==> src/hw/ags_pkg.sv <==
package ags_pkg;
  // ****************************************
  // Sizes and register map
  // ****************************************
  localparam int NGRP = 3;
  localparam int NCH = 16;
  localparam int ADDR_W = 8;
  localparam logic [7:0] OFS_CTRL = 8'h00;
  localparam logic [7:0] OFS_SEL = 8'h04;
  localparam logic [7:0] OFS_STAT = 8'h10;
  localparam logic [7:0] OFS_THR = 8'h14;
  localparam logic [7:0] OFS_FIFO = 8'h20;
  localparam logic [7:0] OFS_RES = 8'h40;
  localparam logic [1:0] GRP_EVT = 2'h0;
  localparam logic [1:0] GRP_1 = 2'h1;
  localparam logic [1:0] GRP_2 = 2'h2;
  localparam logic [9:0] RES_FULL = 10'h3ff;
  localparam logic [9:0] RES_ZERO = 10'h000;
  localparam logic [15:0] SEL_NONE = 16'h0000;

  // ****************************************
  // Types
  // ****************************************
  typedef enum logic [1:0] {MODE_CONV, MODE_CAL, MODE_TEST, MODE_OFF} ags_mode_t;

  typedef struct packed {
    logic g1_evt;
    logic [1:0] evt_src;
    logic [2:0] int_en;
    logic [2:0] cont;
    logic [2:0] freeze;
    ags_mode_t mode;
    logic buffered;
  } ags_ctrl_t;

  localparam ags_ctrl_t CTRL_RST = ags_ctrl_t'(15'h0000);

  typedef struct packed {
    ags_mode_t mode;
    logic [3:0] ch;
  } ags_conv_t;

  localparam ags_conv_t CONV_RST = ags_conv_t'(6'h00);
endpackage : ags_pkg

==> src/hw/ags_seq.sv <==
// The register addresses and the strobed register port were chosen for this implementation.
`timescale 1ns/1ps
// How it works
// - Channels of one group are converted lowest number first.
// - Simultaneous starts from idle: the group converted last goes first if among them, then event group, group 1, group 2.
// - A running group without freeze finishes before a new group starts.
// - A running freeze group is suspended and the new group converted.
// - Nonzero write to group 2's select, or group 1's when not event started, starts it; zero write does not.
// - External event pin edge starts event group once its selection is set.
// - Three timer event inputs are selectable as alternative event sources.
// - Group 1 may be event started; group 2 only by software.
// - Each group has its own interrupt output with its own enable.
// - Buffered mode: per-group threshold decides when the interrupt rises.
// - Three DMA requests, one per FIFO, only in buffered mode.
// - Compatibility mode stores each result in a per-channel register.
// - Buffered mode pushes results into one FIFO per group.
// - Each result is a 10-bit code from the core.
// - Above high reference gives full scale, below low gives zero.
// - Channel selections cover sixteen inputs, indices 0 to 15.
// - Four modes: convert, calibrate, self-test, powered down.
// - After a group's last channel its end flag is set.
// - Each group runs single pass or continuously.
module ags_seq #(
  parameter int FIFO_DEPTH = 16
) (
  input wire logic CLK_I,
  input wire logic RST_N_I,
  input wire logic CE_I,
  input wire logic [7:0] ADDR_I,
  input wire logic [31:0] WDATA_I,
  input wire logic WR_I,
  input wire logic RD_I,
  output logic [31:0] RDATA_O,
  input wire logic EXT_EVT_I,
  input wire logic [2:0] TMR_EVT_I,
  output ags_pkg::ags_conv_t CONV_O,
  output logic CONV_REQ_O,
  input wire logic CONV_DONE_I,
  input wire logic signed [11:0] CORE_CODE_I,
  output logic [2:0] INT_O,
  output logic [2:0] DMA_REQ_O
);
  localparam int PW = $clog2(FIFO_DEPTH);
  localparam int CW = PW + 1;
  localparam logic [CW-1:0] FULL_CNT = CW'(FIFO_DEPTH);

  typedef enum logic {ST_IDLE, ST_WAIT} ags_st_t;

  // ****************************************
  // Helpers
  // ****************************************
  function automatic logic [7:0] gofs(input logic [7:0] base, input int g);
    gofs = base + 8'(4 * g);
  endfunction : gofs

  // Lowest set bit wins
  function automatic logic [3:0] low_ch(input logic [15:0] m);
    low_ch = 4'h0;
    for (int i = ags_pkg::NCH - 1; i >= 0; i--) begin
      if (m[i]) begin
        low_ch = 4'(i);
      end
    end
  endfunction : low_ch

  function automatic logic [1:0] top_grp(input logic [2:0] a);
    top_grp = a[0] ? ags_pkg::GRP_EVT : (a[1] ? ags_pkg::GRP_1 : ags_pkg::GRP_2);
  endfunction : top_grp

  // Out-of-range core codes saturate
  function automatic logic [9:0] clamp(input logic signed [11:0] c);
    if (c < 12'sh000) begin
      clamp = ags_pkg::RES_ZERO;
    end else if (c > $signed({2'h0, ags_pkg::RES_FULL})) begin
      clamp = ags_pkg::RES_FULL;
    end else begin
      clamp = c[9:0];
    end
  endfunction : clamp

  // ****************************************
  // State
  // ****************************************
  ags_pkg::ags_ctrl_t ctrl, next_ctrl;
  logic [15:0] sel [ags_pkg::NGRP];
  logic [15:0] next_sel [ags_pkg::NGRP];
  logic [15:0] rem [ags_pkg::NGRP];
  logic [15:0] next_rem [ags_pkg::NGRP];
  logic [CW-1:0] thr [ags_pkg::NGRP];
  logic [CW-1:0] next_thr [ags_pkg::NGRP];
  logic [CW-1:0] cnt [ags_pkg::NGRP];
  logic [CW-1:0] next_cnt [ags_pkg::NGRP];
  logic [PW-1:0] wp [ags_pkg::NGRP];
  logic [PW-1:0] next_wp [ags_pkg::NGRP];
  logic [PW-1:0] rp [ags_pkg::NGRP];
  logic [PW-1:0] next_rp [ags_pkg::NGRP];
  logic [13:0] fifo_mem [ags_pkg::NGRP][FIFO_DEPTH];
  logic [9:0] res_reg [ags_pkg::NCH];
  logic [2:0] end_flg, next_end, ovf, next_ovf, active, next_act;
  logic [2:0] next_int, next_dma, trig, pop;
  logic [1:0] cur, next_cur, pre_grp, next_pre_grp, g_pick;
  logic pre_vld, next_pre_vld, push, res_we, evt_edge, busy, next_req;
  ags_st_t st, next_st;
  ags_pkg::ags_conv_t next_conv;
  logic [31:0] next_rdata;
  logic [9:0] code;
  logic ext_s1, ext_s2;
  logic [3:0] src_now, src_prev;

  // Pin is asynchronous; timers share our clock
  assign src_now = {TMR_EVT_I, ext_s2};
  assign code = clamp(CORE_CODE_I);
  assign busy = (st == ST_WAIT) || active[cur];

  // ****************************************
  // Next-state logic
  // ****************************************
  always_comb begin
    next_ctrl = ctrl;
    next_sel = sel;
    next_thr = thr;
    next_rem = rem;
    next_end = end_flg;
    next_ovf = ovf;
    next_act = active;
    next_cur = cur;
    next_pre_vld = pre_vld;
    next_pre_grp = pre_grp;
    next_st = st;
    next_conv = CONV_O;
    next_req = 1'b0;
    next_rdata = 32'h0;
    push = 1'b0;
    res_we = 1'b0;
    g_pick = cur;
    // Register writes; end and overflow status bits clear on one, active bits are read-only
    if (WR_I) begin
      if (ADDR_I == ags_pkg::OFS_CTRL) begin
        next_ctrl = ags_pkg::ags_ctrl_t'(WDATA_I[14:0]);
      end
      if (ADDR_I == ags_pkg::OFS_STAT) begin
        next_end = end_flg & ~WDATA_I[2:0];
        next_ovf = ovf & ~WDATA_I[8:6];
      end
      for (int g = 0; g < ags_pkg::NGRP; g++) begin
        if (ADDR_I == gofs(ags_pkg::OFS_SEL, g)) begin
          next_sel[g] = WDATA_I[15:0];
        end
        if (ADDR_I == gofs(ags_pkg::OFS_THR, g)) begin
          next_thr[g] = WDATA_I[CW-1:0];
        end
      end
    end
    // Event source select and start conditions
    evt_edge = src_now[ctrl.evt_src] && !src_prev[ctrl.evt_src];
    trig[0] = evt_edge && (sel[0] != ags_pkg::SEL_NONE);
    if (ctrl.g1_evt) begin
      trig[1] = evt_edge && (sel[1] != ags_pkg::SEL_NONE);
    end else begin
      trig[1] = WR_I && (ADDR_I == gofs(ags_pkg::OFS_SEL, 1))
                && (WDATA_I[15:0] != ags_pkg::SEL_NONE);
    end
    trig[2] = WR_I && (ADDR_I == gofs(ags_pkg::OFS_SEL, 2))
              && (WDATA_I[15:0] != ags_pkg::SEL_NONE);
    // Sequencer
    case (st)
      ST_IDLE: begin
        if ((ctrl.mode != ags_pkg::MODE_OFF) && (active != 3'h0)) begin
          if (pre_vld) begin
            g_pick = pre_grp;
            next_pre_vld = 1'b0;
          end else if (active[cur]) begin
            g_pick = cur;
          end else begin
            g_pick = top_grp(active);
          end
          next_cur = g_pick;
          next_conv.ch = low_ch(rem[g_pick]);
          next_conv.mode = ctrl.mode;
          next_req = 1'b1;
          next_st = ST_WAIT;
        end
      end
      ST_WAIT: begin
        if (CONV_DONE_I) begin
          if (ctrl.buffered) begin
            if (cnt[cur] != FULL_CNT) begin
              push = 1'b1;
            end else begin
              next_ovf[cur] = 1'b1;
            end
          end else begin
            res_we = 1'b1;
          end
          next_rem[cur][CONV_O.ch] = 1'b0;
          if (next_rem[cur] == ags_pkg::SEL_NONE) begin
            next_end[cur] = 1'b1;
            if (ctrl.cont[cur] && (sel[cur] != ags_pkg::SEL_NONE)) begin
              next_rem[cur] = sel[cur];
            end else begin
              next_act[cur] = 1'b0;
            end
          end
          next_st = ST_IDLE;
        end
      end
      default: next_st = ST_IDLE;
    endcase
    // Starts override; lowest group index loaded last wins pre-emption
    for (int g = ags_pkg::NGRP - 1; g >= 0; g--) begin
      if (trig[g]) begin
        next_act[g] = 1'b1;
        next_rem[g] = next_sel[g];
        if (busy && (2'(g) != cur) && ctrl.freeze[cur]) begin
          next_pre_vld = 1'b1;
          next_pre_grp = 2'(g);
        end
      end
    end
    // FIFO pointers, interrupts and DMA
    for (int g = 0; g < ags_pkg::NGRP; g++) begin
      pop[g] = RD_I && (ADDR_I == gofs(ags_pkg::OFS_FIFO, g)) && (cnt[g] != '0);
      next_cnt[g] = cnt[g] + CW'(push && (cur == 2'(g))) - CW'(pop[g]);
      next_wp[g] = wp[g] + PW'(push && (cur == 2'(g)));
      next_rp[g] = rp[g] + PW'(pop[g]);
      if (ctrl.buffered) begin
        next_int[g] = ctrl.int_en[g] && (thr[g] != '0) && (next_cnt[g] >= thr[g]);
      end else begin
        next_int[g] = ctrl.int_en[g] && next_end[g];
      end
      next_dma[g] = ctrl.buffered && (next_cnt[g] != '0);
    end
    // Read mux, data valid the cycle after the strobe
    if (RD_I) begin
      if (ADDR_I == ags_pkg::OFS_CTRL) begin
        next_rdata = 32'(ctrl);
      end
      if (ADDR_I == ags_pkg::OFS_STAT) begin
        next_rdata = {23'h0, ovf, active, end_flg};
      end
      for (int g = 0; g < ags_pkg::NGRP; g++) begin
        if (ADDR_I == gofs(ags_pkg::OFS_SEL, g)) begin
          next_rdata = {16'h0, sel[g]};
        end
        if (ADDR_I == gofs(ags_pkg::OFS_THR, g)) begin
          next_rdata = 32'(thr[g]);
        end
        if (pop[g]) begin
          next_rdata = {18'h0, fifo_mem[g][rp[g]]};
        end
      end
      if ((ADDR_I[7:6] == ags_pkg::OFS_RES[7:6]) && (ADDR_I[1:0] == 2'h0)) begin
        next_rdata = {22'h0, res_reg[ADDR_I[5:2]]};
      end
    end
  end

  // ****************************************
  // Registers
  // ****************************************
  always_ff @(posedge CLK_I) begin
    if (!RST_N_I) begin
      ctrl <= ags_pkg::CTRL_RST;
      for (int g = 0; g < ags_pkg::NGRP; g++) begin
        sel[g] <= 16'h0000;
        rem[g] <= 16'h0000;
        thr[g] <= '0;
        cnt[g] <= '0;
        wp[g] <= '0;
        rp[g] <= '0;
      end
      end_flg <= 3'h0;
      ovf <= 3'h0;
      active <= 3'h0;
      cur <= 2'h0;
      pre_vld <= 1'b0;
      pre_grp <= 2'h0;
      st <= ST_IDLE;
      src_prev <= 4'h0;
      ext_s1 <= 1'b0;
      ext_s2 <= 1'b0;
      RDATA_O <= 32'h0;
      CONV_O <= ags_pkg::CONV_RST;
      CONV_REQ_O <= 1'b0;
      INT_O <= 3'h0;
      DMA_REQ_O <= 3'h0;
    end else if (CE_I) begin
      ctrl <= next_ctrl;
      sel <= next_sel;
      rem <= next_rem;
      thr <= next_thr;
      cnt <= next_cnt;
      wp <= next_wp;
      rp <= next_rp;
      end_flg <= next_end;
      ovf <= next_ovf;
      active <= next_act;
      cur <= next_cur;
      pre_vld <= next_pre_vld;
      pre_grp <= next_pre_grp;
      st <= next_st;
      src_prev <= src_now;
      ext_s1 <= EXT_EVT_I;
      ext_s2 <= ext_s1;
      RDATA_O <= next_rdata;
      CONV_O <= next_conv;
      CONV_REQ_O <= next_req;
      INT_O <= next_int;
      DMA_REQ_O <= next_dma;
    end
  end

  // FIFO words carry the channel id above the code; no reset, the counts guard them
  always_ff @(posedge CLK_I) begin
    if (CE_I && push) begin
      fifo_mem[cur][wp[cur]] <= {CONV_O.ch, code};
    end
  end

  // Result registers clear on reset so an unconverted channel reads zero
  always_ff @(posedge CLK_I) begin
    if (!RST_N_I) begin
      for (int i = 0; i < ags_pkg::NCH; i++) begin
        res_reg[i] <= ags_pkg::RES_ZERO;
      end
    end else if (CE_I && res_we) begin
      res_reg[CONV_O.ch] <= code;
    end
  end

  // ****************************************
  // Checks
  // ****************************************
  logic [15:0] below_mask;
  assign below_mask = (16'h0001 << CONV_O.ch) - 16'h0001;
endmodule : ags_seq

==> config.mk <==
export PLATFORM = sky130hd
export DESIGN_NAME = ags_seq
export DESIGN_NICKNAME = d
export VERILOG_FILES = /design/src/hw/ags_pkg.sv /design/src/hw/ags_seq.sv
export SDC_FILE = /design/constraint.sdc
export NUM_CORES = 2
export LEC_CHECK = 0
export ABC_AREA = 0
export ABC_CLOCK_PERIOD_IN_PS = 4600
export BUFFER_PORTS_ARGS = -buffer_cell sky130_fd_sc_hd__clkbuf_2
export CAP_MARGIN = 10
export CORE_MARGIN = 8
export CORE_UTILIZATION = 45
export DETAILED_ROUTE_END_ITERATION = 8
export MAX_ROUTING_LAYER = met4
export PLACE_DENSITY_LB_ADDON = 0.15
export SYNTH_ARGS = -nofsm -noshare
export SYNTH_HDL_FRONTEND = slang
export SYNTH_SLANG_ARGS = --single-unit
==> constraint.sdc <==
create_clock -name CLK_I -period 4.6 [get_ports CLK_I]
set_input_delay 0.23 -clock CLK_I [delete_from_list [all_inputs] [get_ports CLK_I]]
set_output_delay 0.23 -clock CLK_I [all_outputs]
set_load 0.03 [all_outputs]
; Yosys cells after proc, flatten, opt, wreduce, memory -nomap -nowiden
; Memories as Yosys holds them, arrays and structs flattened.
; Index checks and enable logic that the tools add are counted.
[totals]
regBits = 231
ramBits = 832
input_bits = 62
output_inout_bits = 45
wordCells = 346
n_memories = 2
[classes]
n_addsub = 12
order_cmp = 18
eq_ne = 20
muxes = 149
bitwise_logic = 17
n_reduce_logical = 85
[mem_list]
columns = name, depth, width, read_ports, rd_clocked_by_memory_dff, wr, line
row1 = fifo_mem, 3, 224, 3, 0, 1, ags_seq.sv:97  ; logic [13:0] fifo_mem [ags_pkg::NGRP][FIFO_DEPTH];
row2 = res_reg, 16, 10, 1, 0, 16, ags_seq.sv:98  ; logic [9:0] res_reg [ags_pkg::NCH];
[op_table]
columns = cell, n
row1 = $mux 32, 12
row2 = $mux 48, 5
row3 = $mux 16, 14
row4 = $mux 224, 1
row5 = $bmux 14 s4, 3
row6 = $mux 14, 7
row7 = $bmux 16 s2, 3
row8 = $mux 4, 19
row9 = $demux 16 s2, 2
row10 = $reduce_bool 16->1, 4
row11 = $demux 14 s4, 1
row12 = $and 48x48->48, 1
row13 = $bwmux 48, 1
row14 = $not 48->48, 1
row15 = $mux 3, 15
row16 = $reduce_bool 5->1, 9
row17 = $logic_and 1x1->1, 43
row18 = $mux 1, 38
row19 = $eq 8x5->1 const B, 4
row20 = $mux 10, 3
row21 = $add 4x1->4, 6
row22 = $eq 8x6->1 const B, 3
row23 = $mux 2, 12
row24 = $reduce_and 3->1, 8
row25 = 44 further kinds, 86

; Depth between registers and ports, before layout
[depth]
depth_word = 26
ltp_mapped = 24
mapped_depth_nobuf = 20

; Worst setup path after synthesis
; OpenSTA, ideal clock, no wires.
[synth_path]
path_kind = input port to flip-flop
startpoint = input port ADDR_I[2]
endpoint = register INT_O[2]
setup_time_ns = 0.115
arrival_time_ns = 3.979
required_time_ns = 4.485
path_slack_ns = 0.506
stages = 18
n_path_buf = 2
path_cell_list = clkbuf_1 > or4b_2 > or3_1 > inv_1 > buf_1 > ha_1 > inv_1 > ha_1 > inv_1 > fa_1 > xnor2_1 > ha_1 > nor2b_1 > o21ai_0 > nand2b_1 > a21oi_1 > o2bb2ai_1 > o21a_1
[synth_lines]
columns = item, line
row1 = "start, declared", ags_seq.sv:29  ; input wire logic [7:0] ADDR_I,
row2 = "end signal, assigned", ags_seq.sv:308  ; INT_O <= next_int;
row3 = "end, declared", ags_seq.sv:40  ; output logic [2:0] INT_O,

==> summary.md <==
| Metric | Value |
|---|---|
| Sw power | `between 4 and 5 mW` |
| Top Ports | `107` |
| Fill count | `8551` |
| Row cnt | `~120` |
| Commonest cells in the netlist | `edfxtp_1, nand2_1, nor2_1` |
| Vias per cell | `roughly 6` |
| Clock buffer count from CTS | `between 100 and 150` |
| Switching part of the total | `around 22%` |
| Worst Hold Class | `input port to flip-flop` |
| Share of post-route cells with drive strength above 1 | `roughly a fifth` |
| # DRC | `0` |
| Clk_skew | `slightly below 0.04 ns` |
| Mapped Cells | `between 3000 and 4000` |
| Combinational power share | `under 10%` |
| Ys flop type | `edfxtp_1` |
| RR Startpoint | `cur[0]` |
| Worst-margin pin slew | `about 1.1 ns` |
| CTS tree | `done` |
| R2r setup slk | `between 0.5 and 0.6 ns` |
| Max IR drop VDD | `approximately 320 µV` |
| Peak Freq | `248 MHz` |
| Final period util | `between 80% and 90%` |
| Yosys Warn Count | `0` |
| Syn Area/Cell | `14.3 µm²` |
| All-Layer GR Usage | `between 20% and 30%` |
| Post-synth EDFFs | `between 800 and 900` |
| Clock slew at reported path FFs | `0.06 ns` |
| Max cap viols | `0` |
| FF+latch count, synth | `about 1000` |
| Area of the multi-input gates | `approximately 16000 µm²` |
| Routed vias | `around 29000` |
| PortBufs | `between 70 and 80` |
| Reg area | `between 20000 and 30000 µm²` |
| Post-layout net count | `3472` |
| Fin crit period | `about 4.0 ns` |
| Crit path launch type | `flip-flop` |
| Setup TNS | `0 ns` |
| Final global-route overflow total | `0` |
| Area share of the largest cell type after synthesis | `roughly 54%` |
| CP Max Fanout | `12` |
| Leakage | `between 15 and 20 nW` |
| Most frequent cell after synthesis | `edfxtp_1` |
| Final Wtd Congestion | `between 0.9 and 1` |
| Layout Utilization | `around half` |
| First DRT Iteration DRCs | `3209` |
| Mapped cell area | `~46000 µm²` |
| Hold path start | `WDATA_I[8]` |
| Clk Latency, worst-skew pair | `roughly 0.70 ns` |
| Die H | `336 µm` |
| Sequential area share after synthesis | `a little under two thirds` |
| Wirelength, routed | `about 140 mm` |
| Required time of the critical path | `slightly above 5 ns` |
| Cell internal pwr | `~15 mW` |
| Reg2Reg Depth | `19` |
| Max reg flops | `672` |
| Root Driver | `clkbuf_16` |
| Worst Path Arrival | `approximately 4.6 ns` |
| Hold endpoint | `ctrl[8]` |
| Synth area leader | `edfxtp_1` |
| First-pass GRT wire length | `roughly 200 mm` |
| Initial antenna violation count | `6` |
| Die Footprint | `113000 µm²` |
| Ys async rst share | `0%` |
| Core ar. | `approximately 100000 µm²` |
| Clock Sinks | `about 1000` |
| # H-tree levels | `3` |
| Crit Reg-Reg Endpoint | `INT_O[2]` |
| Top cells by area, synth | `edfxtp_1, mux4_2, dfxtp_1, nand2_1, mux2i_1` |
| Outcome | `finished clean` |
| Final Hold Viols | `0` |
| Distinct cells, synth | `84` |
| Drt pass-1 iters | `6` |
| Max-slew violations | `0` |
| RSZ-0062 raised after global routing | `no` |
| Wire per inst | `between 20 and 30 µm` |
| Crit. End Element | `flip-flop` |
| Antenna Nets Post-Route | `0` |
| Pwr dens | `between 300 and 400 nW/µm²` |
| Rel. slew slack | `29.1%` |
| Vias in the first global route | `around 29000` |
| Final number of setup-violating endpoints | `0` |
| WS Path Type | `flip-flop to flip-flop` |
| Largest net degree at the start of global routing | `89` |
| Area grow syn2layout | `12.6%` |
| Hpwl dp | `just over 90 mm` |
| Clock share of power | `roughly 43%` |
| Die width | `about 340 µm` |
| Reg power frac | `53.1%` |
| WHS Path Cells | `3` |
| Initial Utilization | `45.3%` |
| Clk buf depth | `3` |
-- per-layer routing --
metal / global-route usage, % / share of wire, % / up-vias
met1: 33.8 / 42 / 14900
met4: 9.85 / 4.1 / 0
met3: 4.41 / 7.6 / 299
li1: - / - / 12600
met5: - / 0 / -
met2: 38.5 / 46 / 1306
-- what timing repair did --
action,CTS,global route
setup buffers,0,0
resized for setup,0,0
hold buffers,15,0
endpoints found under the hold margin,69,0
-- placed cells by master, fill, tap and decap left out, types with 45 or more instances in the layout --
cell,count
edfxtp_1,832
nand2_1,386
nor2_1,263
mux4_2,259
dfxtp_1,203
buf_4,161
clkbuf_16,112
mux2i_1,104
o21ai_0,89
a21boi_0,89
inv_1,77
clkbuf_2,71
a21oi_1,54
nor2b_1,50
ha_1,45
-- kinds of logic after synthesis --
kind of cell	Yosys count	synth area share, %
mux	373	15.2
xor+xnor	24	0.456
compound gates	469	7.11
simple gates	946	9.44
fa+ha+maj	48	1.35
flops	1047	63.5
other cells	1	0.00813
buf+inv	324	2.95
-- worst max-delay path by stage --
stage	start	end	slack [ns]	cells after the start
after floorplan	ADDR_I[2]	INT_O[2]	0.51	18
after global placement	ADDR_I[2]	INT_O[2]	0.49	17
after detailed placement	ADDR_I[2]	INT_O[2]	0.46	17
after CTS	cur[0]	INT_O[1]	0.54	18
after global routing	cur[0]	INT_O[1]	0.24	18
final	cur[0]	INT_O[2]	0.56	19
-- through the flow --
stage / worst slack [ns] / cells / instance area [µm²] / power, mW / hold slack, ns
2_1_floorplan: 0.506 / 3247 / 46200 / 10.9 / 0.375
3_3_place_gp: 0.486 / 4603 / 48400 / 11.2 / 0.458
3_5_place_dp: 0.458 / 4603 / 48400 / 11.2 / 0.465
4_1_cts: 0.540 / 4814 / 51900 / 19.5 / 0.000304
5_1_grt: 0.237 / 4815 / 51900 / 20.0 / 0.0331
6_report: 0.564 / 4816 / 51900 / 19.4 / 0.0849
-- worst max-delay path: stages (launching register included) --
cell and delay (ns):
dfxtp_2 0.53, nor4_1 0.09, nand3_1 0.13, a21oi_1 0.11, a41oi_1 0.30, and3_1 0.28, nand2_1 0.12, ha_1 0.31
inv_1 0.05, ha_1 0.15, inv_1 0.06, fa_1 0.43, xnor2_1 0.28, ha_1 0.29, nor2b_1 0.13, o21ai_0 0.15
nand2b_1 0.07, a21oi_1 0.16, o2bb2ai_1 0.09, o21a_1 0.18
-- power by group through the flow --
stage               Combinational [mW]  Clock [mW]  Sequential, mW
finish                           0.730        8.36            10.3
global route                     0.789        8.89            10.3
CTS                              0.732        8.52            10.3
detailed placement               0.720           0            10.5
global placement                 0.709           0            10.5
floorplan                        0.450           0            10.5
-- area by class of cell --
| class | count | share of cell area (%) |
|---|---|---|
| flip-flops and latches | 1047 | 56.4 |
| multi-input cells | 1876 | 29.9 |
| clock buffers | 141 | 5.67 |
| repair buffers | 250 | 3.37 |
| well taps | 1368 | 3.30 |
| clock inverters | 55 | 0.749 |
| inverters | 77 | 0.557 |
| diodes | 2 | 0.00964 |
(Power assumes the default switching activity.)
